**src/analog_ref_pkg.sv**
```systemverilog
// Constants for the analog reference, temperature sensor and ladder converter control.
// Assumes a 32-bit Wishbone register bus with word-aligned registers.
package analog_ref_pkg;

    // ********************************************************************
    // Register map.
    // ********************************************************************
    localparam logic [3:0] REF_CTRL_ADDR   = 4'h0;
    localparam logic [3:0] CONV_CTRL_ADDR  = 4'h4;
    localparam logic [3:0] CONV_LEVEL_ADDR = 4'h8;
    localparam logic [3:0] PIN_CTRL_ADDR   = 4'hC;

    // ********************************************************************
    // Field positions.
    // ********************************************************************
    localparam int REF_EN_BIT     = 7;
    localparam int REF_RDY_BIT    = 6;
    localparam int TS_EN_BIT      = 5;
    localparam int TS_RNG_BIT     = 4;
    localparam int CMP_GAIN_LSB   = 2;
    localparam int ADC_GAIN_LSB   = 0;
    localparam int CONV_EN_BIT    = 7;
    localparam int OUT_A_BIT      = 5;
    localparam int OUT_B_BIT      = 4;
    localparam int UPPER_SEL_LSB  = 2;
    localparam int LOWER_SEL_BIT  = 0;
    localparam int SLEEP_BIT      = 0;
    localparam int LEVEL_W        = 5;

    // Writable-bit masks; reserved bits read as zero.
    localparam logic [7:0] REF_CTRL_WMASK  = 8'hBF;
    localparam logic [7:0] CONV_CTRL_WMASK = 8'hBD;
    localparam logic [7:0] CONV_LEVEL_MASK = 8'h1F;
    localparam logic [7:0] CTRL_RESET      = 8'h00;

    // Upper ladder source codes.
    localparam logic [1:0] UPPER_SUPPLY    = 2'h0;
    localparam logic [1:0] UPPER_EXT_REF   = 2'h1;
    localparam logic [1:0] UPPER_FIXED_REF = 2'h2;
    localparam logic [1:0] UPPER_RESERVED  = 2'h3;

    // Gain code for a buffer that is off.
    localparam logic [1:0] GAIN_OFF = 2'h0;

    // ********************************************************************
    // Timing.
    // ********************************************************************
    localparam int CLK_MHZ         = 50;
    localparam int REF_SETTLE_US   = 25;
    localparam int REF_SETTLE_CYC  = REF_SETTLE_US * CLK_MHZ;
    localparam int SETTLE_W        = 11;
    localparam int TS_SETTLE_US    = 200;
    localparam int TS_SETTLE_CYC   = TS_SETTLE_US * CLK_MHZ;

endpackage

```
**src/settle_if.sv**
```systemverilog
// Carries one settle request and its done flag between the control top and the timer.
// Assumes both ends run on the same clock.
`timescale 1ns/100ps
`default_nettype none
interface settle_if;
    logic start;
    logic done;
    modport ctrl  (output start, input done);
    modport timer (input start, output done);
endinterface
`default_nettype wire

```
**src/analog_reference_control.sv**
```systemverilog
// Control logic for the fixed reference, temperature sensor and 5-bit ladder converter.
// Assumes a classic Wishbone master on the core clock; analog parts sit behind the outputs.
// How it works
// - Reference enable bit powers reference and buffers.
// - Ready flag rises only after settle time.
// - Each gain field selects 1x, 2x or 4x.
// - Sensor enable bit powers the sensor.
// - Range bit set selects high range.
// - Range bit clear selects low range.
// - Sensor output routed to its ADC channel.
// - Converter works only when enable bit set.
// - Five-bit level code picks one of 32 taps.
// - Upper source: fixed reference, external, supply.
// - Upper code 11 reserved, 10/01/00 sources.
// - Lower source: external negative or ground.
// - Lower bit 1 external, 0 ground.
// - Output routed to comparator, ADC, pins.
// - Each pin carries level when enabled.
// - Enabled pin loses driver, pull-up, input.
// - Digital read of such pin returns zero.
// - Sleep wake keeps converter control unchanged.
// - Reset disables converter, pins, clears level.
//
// The implementer's own choices: the address map and the Wishbone slave port.
`timescale 1ns/100ps
`default_nettype none
module analog_reference_control (
    input  wire logic        i_core_clk,
    input  wire logic        i_rst_n,
    input  wire logic        i_wb_cyc,
    input  wire logic        i_wb_stb,
    input  wire logic        i_wb_we,
    input  wire logic [3:0]  i_wb_adr,
    input  wire logic [31:0] i_wb_dat,
    input  wire logic [3:0]  i_wb_sel,
    output logic      [31:0] o_wb_dat,
    output logic             o_wb_ack,
    input  wire logic        i_pin_a_in,
    input  wire logic        i_pin_b_in,
    input  wire logic        i_pin_a_gpio_out,
    input  wire logic        i_pin_b_gpio_out,
    input  wire logic        i_pin_a_gpio_oe_n,
    input  wire logic        i_pin_b_gpio_oe_n,
    input  wire logic        i_pin_a_pullup,
    input  wire logic        i_pin_b_pullup,
    output logic             o_pin_a_out,
    output logic             o_pin_b_out,
    output logic             o_pin_a_oe_n,
    output logic             o_pin_b_oe_n,
    output logic             o_pin_a_pullup,
    output logic             o_pin_b_pullup,
    output logic             o_pin_a_din,
    output logic             o_pin_b_din,
    output logic             o_pin_a_analog,
    output logic             o_pin_b_analog,
    output logic             o_ref_power,
    output logic [1:0]       o_adc_gain,
    output logic [1:0]       o_cmp_gain,
    output logic             o_ts_power,
    output logic             o_ts_high_range,
    output logic             o_ts_to_adc,
    output logic             o_conv_power,
    output logic [4:0]       o_level_tap,
    output logic [1:0]       o_upper_src,
    output logic             o_lower_ext,
    output logic             o_conv_to_periph,
    output logic             o_sleep_req
);
    // ********************************************************************
    // Register state.
    // ********************************************************************
    logic [7:0]  ref_ctrl_r,   ref_ctrl_nxt;
    logic [7:0]  conv_ctrl_r,  conv_ctrl_nxt;
    logic [7:0]  conv_level_r, conv_level_nxt;
    logic        sleep_r,      sleep_nxt;
    logic        ack_r,        ack_nxt;
    logic [31:0] rdat_r,       rdat_nxt;
    logic        ready;
    settle_if    ref_settle ();

    settle_timer #(
        .CYCLES (analog_ref_pkg::REF_SETTLE_CYC)
    ) u_ref_settle (
        .i_core_clk (i_core_clk),
        .i_rst_n    (i_rst_n),
        .port       (ref_settle.timer)
    );

    // Timer counts from the enable bit, starting one cycle before the registered o_ref_power output rises.
    assign ref_settle.start = ref_ctrl_r[analog_ref_pkg::REF_EN_BIT];
    assign ready            = ref_settle.done;

    // Merges a byte-lane-0 write into a register under its writable mask.
    function automatic logic [7:0] merge(input logic [7:0] old, input logic [31:0] d,
                                         input logic sel0, input logic [7:0] m);
        logic [7:0] r;
        r = old;
        if (sel0) begin
            r = (old & ~m) | (d[7:0] & m);
        end
        return r;
    endfunction

    // ********************************************************************
    // Bus slave.
    // ********************************************************************
    logic access;
    logic wr;
    assign access = i_wb_cyc && i_wb_stb && !ack_r;
    assign wr     = access && i_wb_we;

    always_comb begin
        ref_ctrl_nxt   = ref_ctrl_r;
        conv_ctrl_nxt  = conv_ctrl_r;
        conv_level_nxt = conv_level_r;
        sleep_nxt      = sleep_r;
        ack_nxt        = access;
        rdat_nxt       = '0;
        if (wr) begin
            unique case (i_wb_adr)
                analog_ref_pkg::REF_CTRL_ADDR: begin
                    ref_ctrl_nxt = merge(ref_ctrl_r, i_wb_dat, i_wb_sel[0],
                                         analog_ref_pkg::REF_CTRL_WMASK);
                end
                analog_ref_pkg::CONV_CTRL_ADDR: begin
                    conv_ctrl_nxt = merge(conv_ctrl_r, i_wb_dat, i_wb_sel[0],
                                          analog_ref_pkg::CONV_CTRL_WMASK);
                end
                analog_ref_pkg::CONV_LEVEL_ADDR: begin
                    conv_level_nxt = merge(conv_level_r, i_wb_dat, i_wb_sel[0],
                                           analog_ref_pkg::CONV_LEVEL_MASK);
                end
                analog_ref_pkg::PIN_CTRL_ADDR: begin
                    if (i_wb_sel[0]) begin
                        sleep_nxt = i_wb_dat[analog_ref_pkg::SLEEP_BIT];
                    end
                end
                default: begin
                end
            endcase
        end
        if (access && !i_wb_we) begin
            unique case (i_wb_adr)
                analog_ref_pkg::REF_CTRL_ADDR: begin
                    rdat_nxt[7:0] = ref_ctrl_r;
                    rdat_nxt[analog_ref_pkg::REF_RDY_BIT] = ready;
                end
                analog_ref_pkg::CONV_CTRL_ADDR: begin
                    rdat_nxt[7:0] = conv_ctrl_r;
                end
                analog_ref_pkg::CONV_LEVEL_ADDR: begin
                    rdat_nxt[7:0] = conv_level_r;
                end
                analog_ref_pkg::PIN_CTRL_ADDR: begin
                    rdat_nxt[analog_ref_pkg::SLEEP_BIT] = sleep_r;
                end
                default: begin
                    rdat_nxt = '0;
                end
            endcase
        end
    end

    // Sleep request never touches the converter control register.
    always_ff @(posedge i_core_clk) begin
        if (!i_rst_n) begin
            ref_ctrl_r   <= analog_ref_pkg::CTRL_RESET;
            conv_ctrl_r  <= analog_ref_pkg::CTRL_RESET;
            conv_level_r <= analog_ref_pkg::CTRL_RESET;
            sleep_r      <= 1'b0;
            ack_r        <= 1'b0;
            rdat_r       <= '0;
        end else begin
            ref_ctrl_r   <= ref_ctrl_nxt;
            conv_ctrl_r  <= conv_ctrl_nxt;
            conv_level_r <= conv_level_nxt;
            sleep_r      <= sleep_nxt;
            ack_r        <= ack_nxt;
            rdat_r       <= rdat_nxt;
        end
    end

    // ********************************************************************
    // Analog and pin controls.
    // ********************************************************************
    logic       conv_en, oe_a, oe_b;
    logic [1:0] upper;
    assign conv_en = conv_ctrl_r[analog_ref_pkg::CONV_EN_BIT];
    assign oe_a    = conv_ctrl_r[analog_ref_pkg::OUT_A_BIT];
    assign oe_b    = conv_ctrl_r[analog_ref_pkg::OUT_B_BIT];
    assign upper   = conv_ctrl_r[analog_ref_pkg::UPPER_SEL_LSB +: 2];

    logic        ref_pw_nxt, ts_pw_nxt, ts_hi_nxt, conv_pw_nxt, lower_nxt;
    logic [1:0]  adc_g_nxt, cmp_g_nxt, upper_nxt;
    logic [4:0]  tap_nxt;
    logic        a_out_nxt, b_out_nxt, a_oen_nxt, b_oen_nxt, a_pu_nxt, b_pu_nxt;
    logic        a_din_nxt, b_din_nxt, a_an_nxt, b_an_nxt;

    always_comb begin
        ref_pw_nxt  = ref_ctrl_r[analog_ref_pkg::REF_EN_BIT];
        adc_g_nxt   = ref_pw_nxt ? ref_ctrl_r[analog_ref_pkg::ADC_GAIN_LSB +: 2]
                                 : analog_ref_pkg::GAIN_OFF;
        cmp_g_nxt   = ref_pw_nxt ? ref_ctrl_r[analog_ref_pkg::CMP_GAIN_LSB +: 2]
                                 : analog_ref_pkg::GAIN_OFF;
        ts_pw_nxt   = ref_ctrl_r[analog_ref_pkg::TS_EN_BIT];
        ts_hi_nxt   = ref_ctrl_r[analog_ref_pkg::TS_RNG_BIT];
        conv_pw_nxt = conv_en;
        tap_nxt     = conv_en ? conv_level_r[analog_ref_pkg::LEVEL_W-1:0] : '0;
        // Reserved code falls back to the supply source, driven out as UPPER_SUPPLY.
        upper_nxt   = (upper == analog_ref_pkg::UPPER_RESERVED)
                      ? analog_ref_pkg::UPPER_SUPPLY : upper;
        lower_nxt   = conv_ctrl_r[analog_ref_pkg::LOWER_SEL_BIT];
        a_an_nxt    = conv_en && oe_a;
        b_an_nxt    = conv_en && oe_b;
        a_out_nxt   = oe_a ? 1'b0 : i_pin_a_gpio_out;
        b_out_nxt   = oe_b ? 1'b0 : i_pin_b_gpio_out;
        a_oen_nxt   = oe_a ? 1'b1 : i_pin_a_gpio_oe_n;
        b_oen_nxt   = oe_b ? 1'b1 : i_pin_b_gpio_oe_n;
        a_pu_nxt    = oe_a ? 1'b0 : i_pin_a_pullup;
        b_pu_nxt    = oe_b ? 1'b0 : i_pin_b_pullup;
        a_din_nxt   = oe_a ? 1'b0 : i_pin_a_in;
        b_din_nxt   = oe_b ? 1'b0 : i_pin_b_in;
    end

    always_ff @(posedge i_core_clk) begin
        if (!i_rst_n) begin
            o_ref_power      <= 1'b0;
            o_adc_gain       <= analog_ref_pkg::GAIN_OFF;
            o_cmp_gain       <= analog_ref_pkg::GAIN_OFF;
            o_ts_power       <= 1'b0;
            o_ts_high_range  <= 1'b0;
            o_ts_to_adc      <= 1'b0;
            o_conv_power     <= 1'b0;
            o_level_tap      <= '0;
            o_upper_src      <= analog_ref_pkg::UPPER_SUPPLY;
            o_lower_ext      <= 1'b0;
            o_conv_to_periph <= 1'b0;
            o_pin_a_analog   <= 1'b0;
            o_pin_b_analog   <= 1'b0;
            o_pin_a_out      <= 1'b0;
            o_pin_b_out      <= 1'b0;
            o_pin_a_oe_n     <= 1'b1;
            o_pin_b_oe_n     <= 1'b1;
            o_pin_a_pullup   <= 1'b0;
            o_pin_b_pullup   <= 1'b0;
            o_pin_a_din      <= 1'b0;
            o_pin_b_din      <= 1'b0;
            o_sleep_req      <= 1'b0;
        end else begin
            o_ref_power      <= ref_pw_nxt;
            o_adc_gain       <= adc_g_nxt;
            o_cmp_gain       <= cmp_g_nxt;
            o_ts_power       <= ts_pw_nxt;
            o_ts_high_range  <= ts_hi_nxt;
            o_ts_to_adc      <= ts_pw_nxt;
            o_conv_power     <= conv_pw_nxt;
            o_level_tap      <= tap_nxt;
            o_upper_src      <= upper_nxt;
            o_lower_ext      <= lower_nxt;
            o_conv_to_periph <= conv_pw_nxt;
            o_pin_a_analog   <= a_an_nxt;
            o_pin_b_analog   <= b_an_nxt;
            o_pin_a_out      <= a_out_nxt;
            o_pin_b_out      <= b_out_nxt;
            o_pin_a_oe_n     <= a_oen_nxt;
            o_pin_b_oe_n     <= b_oen_nxt;
            o_pin_a_pullup   <= a_pu_nxt;
            o_pin_b_pullup   <= b_pu_nxt;
            o_pin_a_din      <= a_din_nxt;
            o_pin_b_din      <= b_din_nxt;
            o_sleep_req      <= sleep_r;
        end
    end

    assign o_wb_dat = rdat_r;
    assign o_wb_ack = ack_r;
endmodule
`default_nettype wire

```
**src/settle_timer.sv**
```systemverilog
// Stabilisation timer: counts while start is high, raises done after the settle time.
// Assumes start stays high for as long as the unit is powered.
`timescale 1ns/100ps
`default_nettype none
module settle_timer #(
    parameter int CYCLES = analog_ref_pkg::REF_SETTLE_CYC
) (
    input  wire logic i_core_clk,
    input  wire logic i_rst_n,
    settle_if.timer   port
);
    logic [analog_ref_pkg::SETTLE_W-1:0] cnt_r;
    logic [analog_ref_pkg::SETTLE_W-1:0] cnt_nxt;
    logic                                done_r;
    logic                                done_nxt;

    localparam logic [analog_ref_pkg::SETTLE_W-1:0] LAST =
        analog_ref_pkg::SETTLE_W'(CYCLES - 1);

    always_comb begin
        cnt_nxt  = cnt_r;
        done_nxt = done_r;
        if (!port.start) begin
            cnt_nxt  = '0;
            done_nxt = 1'b0;
        end else if (!done_r) begin
            if (cnt_r == LAST) begin
                done_nxt = 1'b1;
            end else begin
                cnt_nxt = cnt_r + 1'b1;
            end
        end
    end

    always_ff @(posedge i_core_clk) begin
        if (!i_rst_n) begin
            cnt_r  <= '0;
            done_r <= 1'b0;
        end else begin
            cnt_r  <= cnt_nxt;
            done_r <= done_nxt;
        end
    end

    assign port.done = done_r;
endmodule
`default_nettype wire

```
**config.mk**
```make
export PLATFORM = sky130hd
export DESIGN_NAME = analog_reference_control
export DESIGN_NICKNAME = d
export VERILOG_FILES = /design/src/analog_ref_pkg.sv /design/src/settle_if.sv /design/src/analog_reference_control.sv /design/src/settle_timer.sv
export SDC_FILE = /design/constraint.sdc
export NUM_CORES = 1
export LEC_CHECK = 0
export ABC_AREA = 1
export BUFFER_PORTS_ARGS = -buffer_cell sky130_fd_sc_hd__buf_2
export CORE_MARGIN = 5
export CORE_UTILIZATION = 30
export DETAILED_ROUTE_END_ITERATION = 7
export GPL_ROUTABILITY_DRIVEN = 0
export PLACE_DENSITY = 0.57
export SLEW_MARGIN = 40
export SYNTH_ARGS = -nofsm -noshare
export SYNTH_HDL_FRONTEND = slang
export SYNTH_SLANG_ARGS = --single-unit
```
**constraint.sdc**
```tcl
create_clock -name i_core_clk -period 1.9 [get_ports i_core_clk]
set_clock_uncertainty 0.15 [all_clocks]
set_input_delay 0.19 -clock i_core_clk [delete_from_list [all_inputs] [get_ports i_core_clk]]
set_output_delay 0.19 -clock i_core_clk [all_outputs]
set_load 0.02 [all_outputs]
```
==> impl_metrics.yaml, run 1 <==
critical_path:
  setup.worst_path.end_class: "register"
  arrival_ns: 1.77
  crit_fanout: 11
  worstSetupStartpointType: "input port"
  required_ns: 1.97
  criticalPathCategory: "in -> reg"
die:
  die_area_um2: 11400
  die_w_um: 107
  core_region_area_um2: 9150
  initial_util_pct: 30.6
  ioPinCount: 115
  fp.dieH_um: 107
  row_count: 35
yosys:
  synth_top_area_share_pct: 48.0
  synth-seq-cells: 67
  synthesis.area_per_instance_um2: 7.75
  synth.yosys.warnings: 0
  netlist_area_um2: 2800
  synth_area_leader_cell: "dfxtp_1"
  synth_cell_types: 29
  synthTopCellsByArea: "dfxtp_1, nand2_1, buf_4, inv_1, nor2_1"
  post_synth_inst_count: 361
  seq_area_frac_synth_pct: 48.0
power_and_ir_drop:
  clock_group_share_of_total_power_pct: 45.2
  total_power_mw: 2.93
  comb_power_share_pct: 6.3
  sequentialPowerShare_pct: 48.5
  power-per-cell-area_nw_per_um2: 842
  power.net_switching_uw: 667
  peakVddDrop_mv: 0.320
  power.internal_mw: 2.26
  leakagePower_nw: 1.64
  power_switching_share_pct: 22.8
place:
  hpwlAfterDp_um: 4730
  portBuffers: 62
  post-place-ws_ns: 0.258
clocking:
  ctsRootBufferMaster: "clkbuf_8"
  clockBufferDepth: 2
  cts_tree: "built"
  cts.reportedPaths.clkPinSlew_ns: 0.07
  clock_sinks: 67
  insertion_delay_ns: 0.33
  cts_inserted_buffers: 9
  post_cts_repair_setup_buffers: 0
  h-tree-depth: 3
timing:
  finalMaxSlewViolations: 0
  setup_viol_count_final: 0
  clock.fmax_mhz: 589
  rsz0062_at_grt: "no"
  post-route-worst-setup-slack_ns: 0.202
  timing.final.hold_violations: 0
  worst_hold_slack_ns: 0.0184
  final_period_utilization_pct: 89.3
  finalSetupTns_ns: 0
  fin_crit_period_ns: 1.70
drt:
  drc_errors: 0
  drt_pass1_iterations: 4
  routed_wire_length_per_instance_um: 11.1
  first_iter_violations: 89
  aggregate_routed_wire_length_um: 6180
  post_drt_via_cell_ratio: 4.23
  vias: 2359
  postRouteAntennaNets: 0
global_routing:
  grt_antenna_before_repair: 0
  grt_use_total_pct: 11.5
  grt_pass1_wl_um: 10500
  grt_pass1_vias: 2300
  grt_max_degree: 17
  grt_overflow_total: 0
status:
  outcome: "complete, no violations"
cells_and_area:
  finish.net_count: 497
  antenna_cells_inserted: 0
  syn2layout_area_growth_pct: 24.4
  drive_above_1_share_pct: 23.0
hold_path:
  hp_class: "in -> reg"
run:
  cap_viol_max_count: 0
[cell families (layout without fill, tap and decap cells)]
| group | count (synthesis) | count (layout) | synth area share [%] |
|---|---|---|---|
| simple gates | 150 | 150 | 23.8 |
| buf+inv | 87 | 150 | 16.1 |
| flops | 67 | 67 | 48.0 |
| compound gates | 50 | 50 | 9.80 |
| xor+xnor | 4 | 4 | 1.25 |
| fa+ha+maj | 2 | 2 | 0.895 |
| other cells | 1 | 24 | 0.134 |
[flip-flops by register name (all words and copies together), names as in the netlist, 2 cells and up]
register,cells
conv_ctrl_r,6
conv_level_r,5
o_adc_gain,2
o_cmp_gain,2
o_level_tap,5
o_upper_src,2
o_wb_dat,8
ref_ctrl_r,7
u_ref_settle.cnt_r,11
[power groups by stage]
stage / Clock (mW) / Sequential [mW] / Combinational (mW)
detailed placement: 0 / 1.45 / 0.164
finish: 1.32 / 1.42 / 0.186
floorplan: 0 / 1.47 / 0.129
global placement: 0 / 1.45 / 0.162
global route: 1.43 / 1.42 / 0.204
CTS: 1.37 / 1.42 / 0.185
[synthesized netlist by cell type, drive strengths merged]
library cell  instances
dfxtp                67
and3                  1
clkbuf                3
conb                  1
o211ai                1
inv                  54
a21oi                26
a31oi                 2
nor3                  3
buf                  30
nand2                74
ha                    2
xor2                  4
nor2                 51
or2                   2
nand4                 3
o21ai                21
nand3b                3
nand3                13
[layer usage]
metal,vias to the layer above,wire (um),GRT usage [%]
li1,1225,-,-
met1,1050,2830,14.6
met3,12,439,2.91
met5,-,0,0
met4,0,140,5.84
met2,72,2770,18.1
[placed cells by master, fill, tap and decap left out, types with 2 or more instances in the layout]
cell and instances:
conb_1 24, o21ai_0 15, inv_1 51, buf_2 62, ha_1 2, or2_2 2
clkbuf_8 10, a31oi_1 2, o21ai_2 5, nor3_4 2, xor2_1 4, buf_4 5
nand3b_1 2, a21oi_1 26, nand3_1 12, dfxtp_1 67, bufinv_16 2, nand4_1 3
inv_2 3, nor2_2 2, nor2_1 47, nand2_1 72, dlygate4sd3_1 13, nand2_2 2
nor2_4 2
[path summary, 6_finish.rpt]
kind / from / end / slack [ns] / cells past startpoint
hold reg to reg: conv_level_r[1] / o_level_tap[1] / 0.31 / 2
setup / recovery: i_wb_adr[0] / conv_ctrl_r[0] / 0.20 / 8
setup reg to reg: u_ref_settle.cnt_r[1] / u_ref_settle.cnt_r[9] / 0.26 / 10
hold / removal: i_wb_dat[2] / conv_level_r[2] / 0.02 / 3
[area by class of cell]
class                      instances  area, um2
timing repair buffer              80        478
sequential                        67       1340
clock buffer                      11        141
clock inverter                     5       85.1
fill                             967       5670
tap                              111        139
inverter                          54        203
multi-input combinational        230       1090
[through the flow]
step,utilization [%],area [um2],instances
6_report,38.0,3480,558
5_1_grt,38.0,3480,558
4_1_cts,38.0,3480,558
3_5_place_dp,34.1,3120,529
3_3_place_gp,34.1,3120,529
2_1_floorplan,-,2880,384
[repair_timing]
item                      4_1_cts  5_1_grt
hold endpoints to repair       14        0
hold buffers                   13        0
gates resized for setup         0        0
[critical path, stage by stage]
cell,delay [ns]
dlygate4sd3_1,0.53
buf_2,0.14
nor2_4,0.16
nand3_2,0.12
inv_2,0.13
nand2_1,0.21
o21ai_0,0.22
a21oi_1,0.06
Power figures use the tool's default switching activity.
==> inputs of run 2 (changes only) <==
--- a/config.mk
+++ b/config.mk
@@ -11,8 +11,9 @@
 export CORE_UTILIZATION = 30
 export DETAILED_ROUTE_END_ITERATION = 7
 export GPL_ROUTABILITY_DRIVEN = 0
-export PLACE_DENSITY = 0.57
+export PLACE_DENSITY = 0.58
 export SLEW_MARGIN = 40
 export SYNTH_ARGS = -nofsm -noshare
 export SYNTH_HDL_FRONTEND = slang
+export SYNTH_HIERARCHICAL = 1
 export SYNTH_SLANG_ARGS = --single-unit
==> constraint.sdc (replaced) <==
create_clock -name i_core_clk -period 1.4 [get_ports i_core_clk]
set_clock_uncertainty 0.15 [all_clocks]
set_input_delay 0.14 -clock i_core_clk [delete_from_list [all_inputs] [get_ports i_core_clk]]
set_output_delay 0.14 -clock i_core_clk [all_outputs]
set_load 0.02 [all_outputs]
==> run 2 against run 1 <==
Against the previous run:
- the run now ends with setup timing left
- sequential cell count did not move
- first-iteration DRC count decreased by 1.1%
- wire length up 21%
- clock-buffer cell count shrank 1
- power grew 38%
- non-clock buffer count up 14
- highest routed layer unchanged
==> impl_metrics.yaml, run 2 <==
status:
  outcome: "finished, violations left"
  violations_in_the_final_reports: "setup timing"
clocking:
  clockBufferDepth: 2
  cts.reportedPaths.clkPinSlew_ns: 0.07
  insertion_delay_ns: 0.35
  h-tree-depth: 3
  cts_inserted_buffers: 9
  ctsRootBufferMaster: "clkbuf_8"
  cts_tree: "built"
  clock_sinks: 67
critical_path:
  worstSetupStartpointType: "register"
  critical_path.cell_chain: "inv_2 > ha_4 > nand2_4 > nor2_4 > nand3_4 > buf_6 > nand3_2 > a21oi_1"
  worst_r2r_startpoint: "u_ref_settle/cnt_r[1]"
  criticalPathCategory: "reg -> reg"
  rrSetupSlack_ns: -0.02
  critPathTopFamily: "simple AND/OR/NAND/NOR gates"
  rr_endpoint: "u_ref_settle/cnt_r[2]"
  crit_fanout: 7
  r2r_cells: 8
  critical_path.n_buffers_inverters: 2
  required_ns: 1.47
  max_stage_delay_ns: 0.34
  setup.worst_path.end_class: "register"
  arrival_ns: 1.49
  slowest_stage: "dfxtp_2"
drt:
  post_drt_via_cell_ratio: 4.17
  aggregate_routed_wire_length_um: 7480
  postRouteAntennaNets: 0
  first_iter_violations: 88
  routed_wire_length_per_instance_um: 11.5
  vias: 2720
  drt_pass1_iterations: 4
  drc_errors: 0
global_routing:
  grt_max_degree: 28
  grt_use_total_pct: 12.5
  grt_pass1_wl_um: 11700
  grt_overflow_total: 0
  grt_pass1_vias: 2590
  grt_antenna_before_repair: 0
run:
  cap_viol_max_count: 0
yosys:
  synth_cell_types: 26
  most_common_cell_in_the_synthesized_netlist: "nor2_1"
  synthTopCellsByArea: "dfxtp_1, nor2_1, nand2_1, buf_4, inv_1"
  post_synth_inst_count: 421
  seq_area_frac_synth_pct: 44.8
  ys_top_cells_by_count: "nor2_1, nand2_1, dfxtp_1"
  synthesis.area_per_instance_um2: 7.11
  synthFlopType: "dfxtp_1"
  synth_area_leader_cell: "dfxtp_1"
  synth-seq-cells: 67
  netlist_area_um2: 2990
  async_flop_share_pct: 0
  synth.yosys.warnings: 6
  synth_top_area_share_pct: 44.8
  synth-edff-count: 0
place:
  portBuffers: 62
  post-place-ws_ns: -0.118
  hpwlAfterDp_um: 5460
  detailed_place.area_um2: 3410
  post-place-cells: 618
power_and_ir_drop:
  leakagePower_nw: 1.87
  peakVddDrop_mv: 0.438
  power-per-cell-area_nw_per_um2: 1020
  total_power_mw: 4.03
die:
  core_region_area_um2: 9730
  initial_util_pct: 30.7
  fp.dieH_um: 110
  row_count: 36
  die_area_um2: 12100
  die_w_um: 110
  ioPinCount: 115
cells_and_area:
  number_of_flip_flops_in_the_largest_register: 11
  post_layout_nonfiller_instances: 652
  antenna_cells_inserted: 0
  layout_common_cells: "nor2_1, nand2_1, buf_2"
  final_non_filler_cell_area_um2: 3950
  largest-register: "u_ref_settle/cnt_r"
  syn2layout_area_growth_pct: 32.0
  leading_cell_type_in_the_layout_fill_and_taps_excluded: "nor2_1"
  finish.net_count: 569
  drive_above_1_share_pct: 28.1
  finish.utilization_pct: 40.6
timing:
  clock.fmax_mhz: 703
  finalMaxSlewViolations: 0
  timing.final.hold_violations: 0
  final_period_utilization_pct: 102
  rsz0062_at_grt: "yes"
  setup_viol_count_final: 5
  finalSetupTns_ns: -0.0675
  post-route-worst-setup-slack_ns: -0.0216
  fin_crit_period_ns: 1.42
  worst_hold_slack_ns: 0.0195
hold_path:
  hp_class: "in -> reg"
  min_from: "i_wb_dat[1]"
  worstHoldEndpoint: "conv_level_r[1]"
  hold_path_depth: 5
## run 2: area by class of cell
cell class	instances	area (um2)
clock buffer	10	138
clock inverter	6	88.8
fill	1061	5780
sequential	67	1350
inverter	59	221
multi-input combinational	283	1390
tap	133	166
timing repair buffer	94	597
## run 2: cells by family (layout without fill, tap and decap cells)
kind of cell,after synthesis,after routing,share of synthesized area (%)
AOI/OAI and AO/OA,11,11,1.84
other,1,24,0.125
buffers and inverters,94,169,15.9
adders and majority gates,2,2,0.836
and+or+nand+nor,242,242,35.3
xor gates and xnor gates,4,4,1.17
DFF,67,67,44.8
## run 2: worst min-delay path: cells and delay by family
family / cells / cell delay (ns)
AND/OR/NAND/NOR: 3 / 0.21
buffers and inverters: 2 / 0.14
## run 2: worst max path at each step
stage | slack, ns | end | cells past startpoint | start
after global placement | -0.04 | u_ref_settle/cnt_r[9] | 7 | u_ref_settle/cnt_r[0]
after floorplan | 0.07 | u_ref_settle/cnt_r[8] | 8 | u_ref_settle/cnt_r[0]
after global routing | -0.1 | u_ref_settle/cnt_r[6] | 8 | u_ref_settle/cnt_r[1]
final | -0.02 | u_ref_settle/cnt_r[2] | 8 | u_ref_settle/cnt_r[1]
after detailed placement | -0.12 | u_ref_settle/cnt_r[9] | 7 | u_ref_settle/cnt_r[0]
after CTS | -0.009 | u_ref_settle/cnt_r[3] | 8 | u_ref_settle/cnt_r[1]
## run 2: report_power, final
part	internal [mW]	switching (mW)
sequential	1.92	0.00573
clock	1.05	0.764
combinational	0.0980	0.189
total	3.07	0.959
## run 2: layer usage
layer	GRT usage (%)	share of wire [%]
met5	0	0
met4	4.63	1.3
met3	3.52	8.4
met2	20.6	47
met1	15.6	44
## run 2: repair_timing
action / in CTS / in global routing
setup endpoints to repair: 11 / 31
hold buffers: 14 / 0
endpoints found under the hold margin: 17 / 0
cloned: 0 / 1
buffers inserted: 2 / 2
pin swaps: 11 / 15
resized for setup: 13 / 30
